**src/hw/hsfs_pkg.sv**
```systemverilog
// Purpose: Shared constants and types of the hot-swap fault supervisor
// Assumes: 100 MHz system clock
// Notes:   Timing figures are kept in their own unit, cycle counts derive from them
package hsfs_pkg;
	// Clock rate
	localparam int CLK_MHZ        = 100;
	// Overcurrent integrator timing
	localparam int TICK_SHORT_US  = 32;
	localparam int TICK_LONG_US   = 128;
	localparam int LIMIT_SHORT_US = 500;
	localparam int LIMIT_LONG_US  = 2000;
	localparam int TICK_SHORT_CYC = TICK_SHORT_US * CLK_MHZ;
	localparam int TICK_LONG_CYC  = TICK_LONG_US * CLK_MHZ;
	// Ticks to reach the limit, rounded up so the limit is really reached
	localparam int LIMIT_TICKS    = (LIMIT_SHORT_US + TICK_SHORT_US - 1) / TICK_SHORT_US;
	localparam int DECAY_RATIO    = 128;
	localparam int CNT_W          = 5;
	localparam int DECAY_W        = 7;
	localparam int TICK_W         = 16;
	// Cool-down and restart delay, plain defaults
	localparam int COOL_US        = 1000;
	localparam int RESTART_US     = 1000;
	localparam int COOL_CYC       = COOL_US * CLK_MHZ;
	localparam int RESTART_CYC    = RESTART_US * CLK_MHZ;
	localparam int TIMER_W        = 32;
	// Register bus
	localparam int AXI_AW         = 8;
	localparam int AXI_DW         = 32;
	localparam logic [AXI_AW-1:0] REG_CTRL    = 8'h00;
	localparam logic [AXI_AW-1:0] REG_STATUS  = 8'h04;
	localparam logic [AXI_AW-1:0] REG_INT_ST  = 8'h08;
	localparam logic [AXI_AW-1:0] REG_INT_CLR = 8'h0C;
	localparam logic [AXI_AW-1:0] REG_INT_EN  = 8'h10;
	localparam logic [1:0] RESP_OKAY   = 2'h0;
	localparam logic [1:0] RESP_SLVERR = 2'h2;
	// Control fields
	localparam int CTRL_ENABLE_BIT = 0;
	localparam logic [AXI_DW-1:0] CTRL_RESET = 32'h00000001;
	// Interrupt event bits
	localparam int EV_W        = 4;
	localparam int EV_OC       = 0;
	localparam int EV_THERM    = 1;
	localparam int EV_PG_RISE  = 2;
	localparam int EV_SUPPLY   = 3;
	localparam logic [EV_W-1:0] INT_EN_RESET = 4'h0;
	// Synchronised pin vector positions
	localparam int PIN_W       = 7;
	localparam int PIN_LOW     = 0;
	localparam int PIN_HIGH    = 1;
	localparam int PIN_LOCK    = 2;
	localparam int PIN_CUR     = 3;
	localparam int PIN_TRIP    = 4;
	localparam int PIN_COOL    = 5;
	localparam int PIN_DRAIN   = 6;
	// Supervisor states
	typedef enum logic [1:0] {
		ST_IDLE,
		ST_ON,
		ST_DELAY,
		ST_LATCH
	} hsfs_state_t;
endpackage : hsfs_pkg

```
**src/hw/hsfs_oc_if.sv**
```systemverilog
// Purpose: Carrier between supervisor and overcurrent integrator
// Assumes: Single clock domain
// Notes:   fault is a one-cycle pulse
`timescale 1ns/1ps
interface hsfs_oc_if;
	logic                        overCurrent;
	logic                        clear;
	logic                        fault;
	logic [hsfs_pkg::CNT_W-1:0]  count;
	modport ctrl  (output overCurrent, output clear, input fault, input count);
	modport integ (input overCurrent, input clear, output fault, output count);
endinterface : hsfs_oc_if

```
**src/hw/hsfs_oc_integrator.sv**
```systemverilog
// Purpose: Up/down overcurrent time integrator with slow decay
// Assumes: overCurrent already synchronised
// Notes:   Tick runs free; any overcurrent inside a tick counts as that tick
`timescale 1ns/1ps
module hsfs_oc_integrator #(
	parameter int TICK_CYC = hsfs_pkg::TICK_SHORT_CYC
) (
	input wire logic clk,
	input wire logic rst_b,
	hsfs_oc_if.integ oc
);
	import hsfs_pkg::*;

	logic [TICK_W-1:0]  tickCnt;
	logic               tick;
	logic               pending;
	logic               hit;
	logic [DECAY_W-1:0] decayCnt;

	// Free running tick prescaler
	assign tick = (tickCnt == TICK_W'(TICK_CYC - 1));
	always_ff @(posedge clk) begin
		if (!rst_b || tick) begin
			tickCnt <= '0;
		end else begin
			tickCnt <= tickCnt + 1'b1;
		end
	end

	// Remember a short overcurrent until the tick closes
	assign hit = pending | oc.overCurrent;
	always_ff @(posedge clk) begin
		if (!rst_b || tick) begin
			pending <= 1'b0;
		end else if (oc.overCurrent) begin
			pending <= 1'b1;
		end
	end

	// Count up one per tick with overcurrent, down once per 128 quiet ticks
	always_ff @(posedge clk) begin
		if (!rst_b) begin
			oc.count <= '0;
			decayCnt <= '0;
			oc.fault <= 1'b0;
		end else begin
			oc.fault <= 1'b0;
			if (oc.clear) begin
				oc.count <= '0;
				decayCnt <= '0;
			end else if (tick && hit) begin
				decayCnt <= '0;
				if (oc.count == CNT_W'(LIMIT_TICKS - 1)) begin
					oc.fault <= 1'b1;
					oc.count <= '0;
				end else begin
					oc.count <= oc.count + 1'b1;
				end
			end else if (tick) begin
				decayCnt <= decayCnt + 1'b1;
				if (decayCnt == DECAY_W'(DECAY_RATIO - 1) && oc.count != '0) begin
					oc.count <= oc.count - 1'b1;
				end
			end
		end
	end
endmodule : hsfs_oc_integrator

```
**src/hw/hsfs_supervisor.sv**
```systemverilog
// Purpose: Digital supervisor of a negative-rail hot-swap controller
// Assumes: Comparator outputs arrive asynchronously; 100 MHz clock
// Notes:   Registers reached over AXI4-Lite
// What this block does
// Drive on only with supply window, current OK
// Any fault drops the drive at once
// Integrator steps once per tick during overcurrent
// Sub-tick overcurrent counts as a full step
// Reaching limit duration declares overcurrent fault
// Integrator decays 128 times slower than rising
// Pulses above 1/128 duty end in fault
// Temperature trip turns drive off as fault
// Autoretry waits cool-down after thermal fault
// Autoretry restarts only after temperature falls
// Latched variant holds off until low-supply pulse
// Latch clear still waits cool-down time
// Autoretry restarts after restart delay by itself
// Latched breaker clears by pulse, then delay
// Power-ok stays asserted through overvoltage faults
// Static variant parameters select behaviour
// Integrator floors at zero, clears on fault
`timescale 1ns/1ps
module hsfs_supervisor #(
	parameter bit AUTORETRY      = 1'b1,
	parameter bit LONG_LIMIT     = 1'b0,
	parameter bit PG_ACTIVE_HIGH = 1'b0,
	parameter int TICK_LONG_CYC  = hsfs_pkg::TICK_LONG_CYC,
	parameter int COOL_CYC       = hsfs_pkg::COOL_CYC,
	parameter int RESTART_CYC    = hsfs_pkg::RESTART_CYC
) (
	input  wire logic                           clk,
	input  wire logic                           rst_b,
	input  wire logic                           lowSupplyDetect,
	input  wire logic                           highSupplyDetect,
	input  wire logic                           supplyLockout,
	input  wire logic                           currentLimitTrip,
	input  wire logic                           thermTrip,
	input  wire logic                           thermCool,
	input  wire logic                           drainLow,
	output logic                                fetDrive,
	output logic                                powerOkOutput,
	output logic                                irq,
	input  wire logic [hsfs_pkg::AXI_AW-1:0]    s_axi_awaddr,
	input  wire logic                           s_axi_awvalid,
	output logic                                s_axi_awready,
	input  wire logic [hsfs_pkg::AXI_DW-1:0]    s_axi_wdata,
	input  wire logic [hsfs_pkg::AXI_DW/8-1:0]  s_axi_wstrb,
	input  wire logic                           s_axi_wvalid,
	output logic                                s_axi_wready,
	output logic [1:0]                          s_axi_bresp,
	output logic                                s_axi_bvalid,
	input  wire logic                           s_axi_bready,
	input  wire logic [hsfs_pkg::AXI_AW-1:0]    s_axi_araddr,
	input  wire logic                           s_axi_arvalid,
	output logic                                s_axi_arready,
	output logic [hsfs_pkg::AXI_DW-1:0]         s_axi_rdata,
	output logic [1:0]                          s_axi_rresp,
	output logic                                s_axi_rvalid,
	input  wire logic                           s_axi_rready
);
	import hsfs_pkg::*;

	localparam int TICK_CYC = LONG_LIMIT ? TICK_LONG_CYC : TICK_SHORT_CYC;

	logic [PIN_W-1:0]   pinMeta;
	logic [PIN_W-1:0]   pinSync;
	logic               startOk;
	logic               runOk;
	logic               pgRaw;
	logic               pgFlag;
	logic               faultThermal;
	logic               seenLow;
	logic [TIMER_W-1:0] timer;
	hsfs_state_t        state;
	logic [AXI_DW-1:0]  ctrl;
	logic [EV_W-1:0]    intStatus;
	logic [EV_W-1:0]    intEnable;
	logic [EV_W-1:0]    events;
	logic [AXI_AW-1:0]  awAddr;
	logic [AXI_DW-1:0]  wData;
	logic [AXI_DW/8-1:0] wStrb;
	logic               doWrite;
	logic [EV_W-1:0]    clrMask;
	logic [AXI_DW-1:0]  statusWord;

	hsfs_oc_if ocBus ();

	// Merge write data into a register under byte strobes
	function automatic logic [AXI_DW-1:0] mergeBytes(
		input logic [AXI_DW-1:0]   old,
		input logic [AXI_DW-1:0]   data,
		input logic [AXI_DW/8-1:0] strb
	);
		logic [AXI_DW-1:0] res;
		res = old;
		for (int i = 0; i < AXI_DW / 8; i++) begin
			if (strb[i]) begin
				res[i*8 +: 8] = data[i*8 +: 8];
			end
		end
		return res;
	endfunction : mergeBytes

	// Two flip-flops on every comparator pin
	always_ff @(posedge clk) begin
		if (!rst_b) begin
			pinMeta <= '0;
			pinSync <= '0;
		end else begin
			pinMeta <= {drainLow, thermCool, thermTrip, currentLimitTrip,
				supplyLockout, highSupplyDetect, lowSupplyDetect};
			pinSync <= pinMeta;
		end
	end

	// Run window: in range, above lockout, cool die; overcurrent alone is regulated, not a fault
	assign runOk = pinSync[PIN_LOW] && !pinSync[PIN_HIGH] && !pinSync[PIN_LOCK]
		&& !pinSync[PIN_TRIP] && ctrl[CTRL_ENABLE_BIT];
	// Startup also needs the shunt under its trip level
	assign startOk = runOk && !pinSync[PIN_CUR];

	// Overcurrent integrator runs on the synchronised trip comparator
	assign ocBus.overCurrent = pinSync[PIN_CUR];
	assign ocBus.clear = (state != ST_ON) && (state != ST_IDLE);

	hsfs_oc_integrator #(
		.TICK_CYC (TICK_CYC)
	) u_integ (
		.clk   (clk),
		.rst_b (rst_b),
		.oc    (ocBus.integ)
	);

	// Main sequencer; thermal trip takes priority over breaker fault
	always_ff @(posedge clk) begin
		if (!rst_b) begin
			state <= ST_IDLE;
			timer <= '0;
			faultThermal <= 1'b0;
			seenLow <= 1'b0;
		end else begin
			case (state)
				ST_IDLE: begin
					if (startOk) begin
						state <= ST_ON;
					end
				end
				ST_ON: begin
					if (pinSync[PIN_TRIP]) begin
						faultThermal <= 1'b1;
						timer <= TIMER_W'(COOL_CYC);
						state <= AUTORETRY ? ST_DELAY : ST_LATCH;
						seenLow <= 1'b0;
					end else if (ocBus.fault) begin
						faultThermal <= 1'b0;
						timer <= TIMER_W'(RESTART_CYC);
						state <= AUTORETRY ? ST_DELAY : ST_LATCH;
						seenLow <= 1'b0;
					end else if (!runOk) begin
						state <= ST_IDLE;
					end
				end
				ST_LATCH: begin
					// Only a low pulse on the low-supply detect releases the latch
					if (!pinSync[PIN_LOW]) begin
						seenLow <= 1'b1;
					end
					if (seenLow && pinSync[PIN_LOW]) begin
						timer <= faultThermal ? TIMER_W'(COOL_CYC) : TIMER_W'(RESTART_CYC);
						state <= ST_DELAY;
					end
				end
				ST_DELAY: begin
					if (timer != '0) begin
						timer <= timer - 1'b1;
					end else if (!faultThermal || !AUTORETRY || pinSync[PIN_COOL]) begin
						state <= ST_IDLE;
						faultThermal <= 1'b0;
					end
				end
				default: begin
					state <= ST_IDLE;
				end
			endcase
		end
	end

	// Gate drive; in ON it drops the cycle any fault is seen
	always_ff @(posedge clk) begin
		if (!rst_b) begin
			fetDrive <= 1'b0;
		end else begin
			fetDrive <= (state == ST_ON) && runOk && !ocBus.fault;
		end
	end

	// Power-good latch; overvoltage alone does not clear it
	assign pgRaw = fetDrive && pinSync[PIN_DRAIN];
	always_ff @(posedge clk) begin
		if (!rst_b) begin
			pgFlag <= 1'b0;
		end else if (!pinSync[PIN_LOW] || pinSync[PIN_LOCK] || state == ST_DELAY
			|| state == ST_LATCH || !ctrl[CTRL_ENABLE_BIT]) begin
			pgFlag <= 1'b0;
		end else if (pgRaw) begin
			pgFlag <= 1'b1;
		end
	end

	// Output polarity chosen by variant; reset shows the inactive level
	always_ff @(posedge clk) begin
		if (!rst_b) begin
			powerOkOutput <= !PG_ACTIVE_HIGH;
		end else begin
			powerOkOutput <= PG_ACTIVE_HIGH ? pgFlag : !pgFlag;
		end
	end

	// Events for the interrupt status
	always_comb begin
		events = '0;
		events[EV_OC] = ocBus.fault;
		events[EV_THERM] = (state == ST_ON) && pinSync[PIN_TRIP];
		events[EV_PG_RISE] = pgRaw && !pgFlag;
		events[EV_SUPPLY] = (state == ST_ON) && !runOk && !pinSync[PIN_TRIP];
	end

	// Write channels: address and data taken in either order
	always_ff @(posedge clk) begin
		if (!rst_b) begin
			s_axi_awready <= 1'b1;
			awAddr <= '0;
		end else if (s_axi_awvalid && s_axi_awready) begin
			s_axi_awready <= 1'b0;
			awAddr <= s_axi_awaddr;
		end else if (s_axi_bvalid && s_axi_bready) begin
			s_axi_awready <= 1'b1;
		end
	end

	always_ff @(posedge clk) begin
		if (!rst_b) begin
			s_axi_wready <= 1'b1;
			wData <= '0;
			wStrb <= '0;
		end else if (s_axi_wvalid && s_axi_wready) begin
			s_axi_wready <= 1'b0;
			wData <= s_axi_wdata;
			wStrb <= s_axi_wstrb;
		end else if (s_axi_bvalid && s_axi_bready) begin
			s_axi_wready <= 1'b1;
		end
	end

	// Write executes once both halves are held
	assign doWrite = !s_axi_awready && !s_axi_wready && !s_axi_bvalid;

	always_ff @(posedge clk) begin
		if (!rst_b) begin
			s_axi_bvalid <= 1'b0;
			s_axi_bresp <= RESP_OKAY;
		end else if (doWrite) begin
			s_axi_bvalid <= 1'b1;
			case (awAddr)
				REG_CTRL, REG_INT_CLR, REG_INT_EN: s_axi_bresp <= RESP_OKAY;
				REG_STATUS, REG_INT_ST: s_axi_bresp <= RESP_OKAY;
				default: s_axi_bresp <= RESP_SLVERR;
			endcase
		end else if (s_axi_bvalid && s_axi_bready) begin
			s_axi_bvalid <= 1'b0;
		end
	end

	// Control and interrupt enable registers
	always_ff @(posedge clk) begin
		if (!rst_b) begin
			ctrl <= CTRL_RESET;
			intEnable <= INT_EN_RESET;
		end else if (doWrite && awAddr == REG_CTRL) begin
			ctrl <= mergeBytes(ctrl, wData, wStrb) & CTRL_RESET;
		end else if (doWrite && awAddr == REG_INT_EN) begin
			intEnable <= EV_W'(mergeBytes({{(AXI_DW-EV_W){1'b0}}, intEnable}, wData, wStrb));
		end
	end

	// Sticky status; a new event wins over a clear in the same cycle
	assign clrMask = (doWrite && awAddr == REG_INT_CLR && wStrb[0]) ? wData[EV_W-1:0] : '0;
	always_ff @(posedge clk) begin
		if (!rst_b) begin
			intStatus <= '0;
		end else begin
			intStatus <= (intStatus & ~clrMask) | events;
		end
	end

	// Level interrupt, registered
	always_ff @(posedge clk) begin
		if (!rst_b) begin
			irq <= 1'b0;
		end else begin
			irq <= |(intStatus & intEnable);
		end
	end

	// Live state word
	always_comb begin
		statusWord = '0;
		statusWord[0] = fetDrive;
		statusWord[1] = pgFlag;
		statusWord[3:2] = state;
		statusWord[8:4] = ocBus.count;
		statusWord[9] = faultThermal;
		statusWord[16:10] = pinSync;
	end

	// Read channel answers one cycle after the address is taken
	always_ff @(posedge clk) begin
		if (!rst_b) begin
			s_axi_arready <= 1'b1;
			s_axi_rvalid <= 1'b0;
			s_axi_rdata <= '0;
			s_axi_rresp <= RESP_OKAY;
		end else if (s_axi_arvalid && s_axi_arready) begin
			s_axi_arready <= 1'b0;
			s_axi_rvalid <= 1'b1;
			s_axi_rresp <= RESP_OKAY;
			case (s_axi_araddr)
				REG_CTRL: s_axi_rdata <= ctrl;
				REG_STATUS: s_axi_rdata <= statusWord;
				REG_INT_ST: s_axi_rdata <= {{(AXI_DW-EV_W){1'b0}}, intStatus};
				REG_INT_EN: s_axi_rdata <= {{(AXI_DW-EV_W){1'b0}}, intEnable};
				REG_INT_CLR: s_axi_rdata <= '0;
				default: begin
					s_axi_rdata <= '0;
					s_axi_rresp <= RESP_SLVERR;
				end
			endcase
		end else if (s_axi_rvalid && s_axi_rready) begin
			s_axi_rvalid <= 1'b0;
			s_axi_arready <= 1'b1;
		end
	end
endmodule : hsfs_supervisor

```
**config.mk**
```make
export PLATFORM = sky130hd
export DESIGN_NAME = hsfs_supervisor
export DESIGN_NICKNAME = d
export VERILOG_FILES = /design/src/hw/hsfs_pkg.sv /design/src/hw/hsfs_oc_if.sv /design/src/hw/hsfs_oc_integrator.sv /design/src/hw/hsfs_supervisor.sv
export SDC_FILE = /design/constraint.sdc
export NUM_CORES = 1
export LEC_CHECK = 0
export BUFFER_PORTS_ARGS = -buffer_cell sky130_fd_sc_hd__buf_2
export CAP_MARGIN = 20
export CORE_ASPECT_RATIO = 1.5
export CORE_UTILIZATION = 45
export DETAILED_ROUTE_END_ITERATION = 16
export GPL_TIMING_DRIVEN = 0
export PLACE_DENSITY = 0.67
export SLEW_MARGIN = 30
export SYNTH_ARGS = -nofsm -noshare
export SYNTH_HDL_FRONTEND = slang
export SYNTH_SLANG_ARGS = --single-unit
```
**constraint.sdc**
```tcl
create_clock -name clk -period 7.7 [get_ports clk]
set_input_delay 1.925 -clock clk [delete_from_list [all_inputs] [get_ports clk]]
set_output_delay 1.925 -clock clk [all_outputs]
set_load 0.02 [all_outputs]
```
==> out/results.tsv <==
stage	metric	value	unit
run_status	run_status	complete, no violations	
route	drtPass1Iterations	5	
worst_setup_path	critPathBufInv	2	
placement	place_hpwl	10.7	mm
worst_setup_path	start_kind	input pin	
sta	worst-slew-pin-transition	870	ps
synthesis	synth_edf_count	0	
cts	post_cts_resize_count	0	
layout	drive_above_1_share	0.156	
pwr	switching_share	0.251	
synthesis	synthFlopType	dfxtp_1	
cts	cts.reportedPaths.clkPinSlew	60	ps
sta	hold_violations	0	
layout	diodes	0	
worst_setup_path	slowest_stage	nor4b_2	
die	ioPinCount	110	
worst_setup_path	critPathTopFamily	simple AND/OR/NAND/NOR gates	
synthesis	syn_avg_cell_area	8.47	µm²
pwr	seq_power_share	0.433	
sta	final.setup_skew	8.59	ps
synthesis	synth_common_cells	130 x dfxtp_1, 82 x nand2_1, 65 x a21oi_1	
synthesis	synth_top_family_by_area	simple AND/OR/NAND/NOR gates	
cts	clockBufferDepth	2	
sta	rsz0062_at_grt	no	
die	dieHeight	141	µm
route	vias	5391	
worst_setup_path	crit_arrival	3820	ps
synthesis	synth_cell_type_count	62	
worst_setup_path	critical_path.startpoint	s_axi_araddr[1]	
route	viasPerCell	5.66	
layout	fin_cells	952	
cts	tritoncts	built	
cts	cts_root_buf	clkbuf_16	
sta	min_period_over_period	0.452	
pwr	p_leak	2.76	nW
worst_setup_path	path_depth	7	
worst_setup_path	required	8040	ps
synthesis	ys_warn_count	0	
synthesis	yosysSeqAreaShare	0.447	
min_path	hp-class	flop to flop	
global_route	grt_usage	0.231	
synthesis	ys_ff_latch	130	
worst_setup_path	worst_r2r_startpoint	timer[0]	
cts	cts_sinks	130	
sta	timing.fmax	0.287	GHz
cts	post_cts_buffers	0	
synthesis	yosys.area.top_type_share	0.447	
global_route	grt_max_degree	17	
synthesis	synth-adder-area-share	0.0146	
synthesis	synthTopCellsByArea	dfxtp_1 45%, a21oi_1 5.6%, nand2_1 5.3%	
cts	insertion_delay	420	ps
route	routed_wl	14.7	mm
synthesis	synth_xor_xnor_area_share	0.0331	
worst_setup_path	critPathCaptureType	flop	
synthesis	synth_area_leader_cell	dfxtp_1	
synthesis	synth-compound-area-share	0.162	
sta	final_max_slew_viol_count	0	
worst_setup_path	endpoint	s_axi_rdata[13]	
synthesis	syn_area	5820	µm²
die	core_region_area	12600	µm²
route	drt-initial-drc-count	320	
worst_setup_path	slowest_delay	590	ps
pwr	vdd_drop_max	180	µV
pwr	cellPowerDensity	231	nW/µm²
placement	gp_congestion	0.841	
placement	dp_cells	920	
die	dieArea	13400	µm²
cts	h-tree-depth	4	
die	die_w	94.8	µm
worst_setup_path	r2r_setup_slack	4960	ps
worst_setup_path	path_max_fanout	10	
sta	setup_tns	0	ps
die	placementRows	50	
global_route	grt_pass1_wl	24.1	mm
global_route	antenna_found_initial	0	
pwr	p_int	1.21	mW
flow_run	timing.max_cap.violations	0	
global_route	grt_pass1_vias	5037	
synthesis	synthMuxAreaShare	0.0155	
worst_setup_path	r2r_cells	10	
synthesis	netlist_instances	687	
pwr	combPwrFrac	0.060	
sta	relSlewSlack	0.418	
route	post_drt_wl_per_cell	15.5	µm
global_route	grt_remaining_overflow	0	
die	start_util	0.463	
cts	cts_hold_buf	0	
sta	setup_viol_count_final	0	
sta	fin_crit	3480	ps
pwr	power.switching	404	µW
synthesis	synthArstFlopShare	0	
pwr	p_clk_frac	0.507	
route	postRouteAntennaNets	0	
synthesis	yosysMostFrequentCell	dfxtp_1	
synthesis	yosys.area_share.simple	0.272	
worst_setup_path	criticalPathCategory	input pin to flop	
cts	cts_made_buffers	17	
layout	nNetsFinal	855	
worst_setup_path	r2r_end	timer[8]	
worst_setup_path	crit_chain	buf_2 -> nor3_1 -> nand2_1 -> nor4b_2 -> clkbuf_1 -> nand3_1 -> a21oi_1	
route	drc_errors	0	
layout	syn_to_final_growth	20.0	%
placement	io_buffers	61	
layout	nFillCells	1174	
-- cells in the final DEF (no fill, tap or decap), types with 5 or more instances in the layout --
cell	n
a311oi_1	5
inv_6	6
dfxtp_1	130
a21oi_1	65
nor2_1	50
nor3_1	25
xnor2_1	12
ha_1	6
clkbuf_16	17
buf_2	62
nand2_1	82
o31ai_1	10
mux2i_1	9
nand4_1	8
inv_1	16
a211oi_1	6
nand3_1	35
buf_4	18
conb_1	17
and2_1	17
clkbuf_1	23
or4_1	21
xor2_1	10
o21ai_0	19
o21ai_1	6
and3_1	11
nor4_1	14
or3_1	19
o211ai_1	5
a31oi_1	5
-- kinds of logic (layout without fill, tap and decap cells) --
logic type                 count (synthesis)  after routing
other                                      1             17
AOI/OAI and AO/OA                        149            149
xor gates and xnor gates                  22             22
and+or+nand+nor                          306            306
adders and majority gates                  7              7
muxes                                      9              9
DFF                                      130            130
buffers and inverters                     63            156
-- how the worst min path moves through the flow --
stage,from,depth (start not counted),to
after floorplan,pgFlag,1,powerOkOutput
after global placement,pinMeta[2],1,pinSync[2]
after detailed placement,pinMeta[4],1,pinSync[4]
after CTS,pinMeta[4],1,pinSync[4]
after global routing,pinMeta[4],1,pinSync[4]
final,pinMeta[4],1,pinSync[4]
-- cell type report --
cell class,count,area [µm²],area share
Timing Repair Buffer,61,305,0.0437
Multi-Input combinational cell,510,2960,0.424
Clock buffer,17,425,0.0609
Sequential cell,130,2600,0.373
Buffer,46,256,0.0367
Clock inverter,15,171,0.0246
Inverter,17,63.8,0.00914
Tap cell,156,195,0.0280
-- layer usage --
metal  part of all wire  GRT usage
met1               0.39      0.256
met2               0.53      0.413
met3              0.052     0.0584
met4              0.025     0.0933
met5                  0          0
-- power groups by stage --
stage / Sequential (mW) / Clock (mW) / Combinational [mW]
floorplan: 0.711 / 0 / 0.0629
detailed placement: 0.711 / 0 / 0.0960
finish: 0.697 / 0.817 / 0.0971
global route: 0.698 / 0.860 / 0.107
CTS: 0.696 / 0.826 / 0.0968
global placement: 0.711 / 0 / 0.0944
-- registers in the layout (all words and copies together) (netlist names), 2 cells and up --
signal            flops
u_integ.oc.count      5
state                 2
pinSync               7
pinMeta               7
intEnable             4
u_integ.decayCnt      7
awAddr                8
timer                32
intStatus             4
u_integ.tickCnt      16
s_axi_rdata          17
wData                 4
-- through the flow --
stage / hold slack (ps) / util / area [µm²] / total power, mW / setup slack (ps)
floorplan: 378 / - / 5880 / 0.774 / 4180
global placement: 415 / 0.507 / 6380 / 0.805 / 3490
detailed placement: 417 / 0.508 / 6380 / 0.807 / 3830
CTS: 432 / 0.555 / 6980 / 1.62 / 4240
global route: 451 / 0.555 / 6980 / 1.67 / 4020
finish: 433 / 0.555 / 6980 / 1.61 / 4220
No activity file was read; power rests on OpenSTA's default activity.
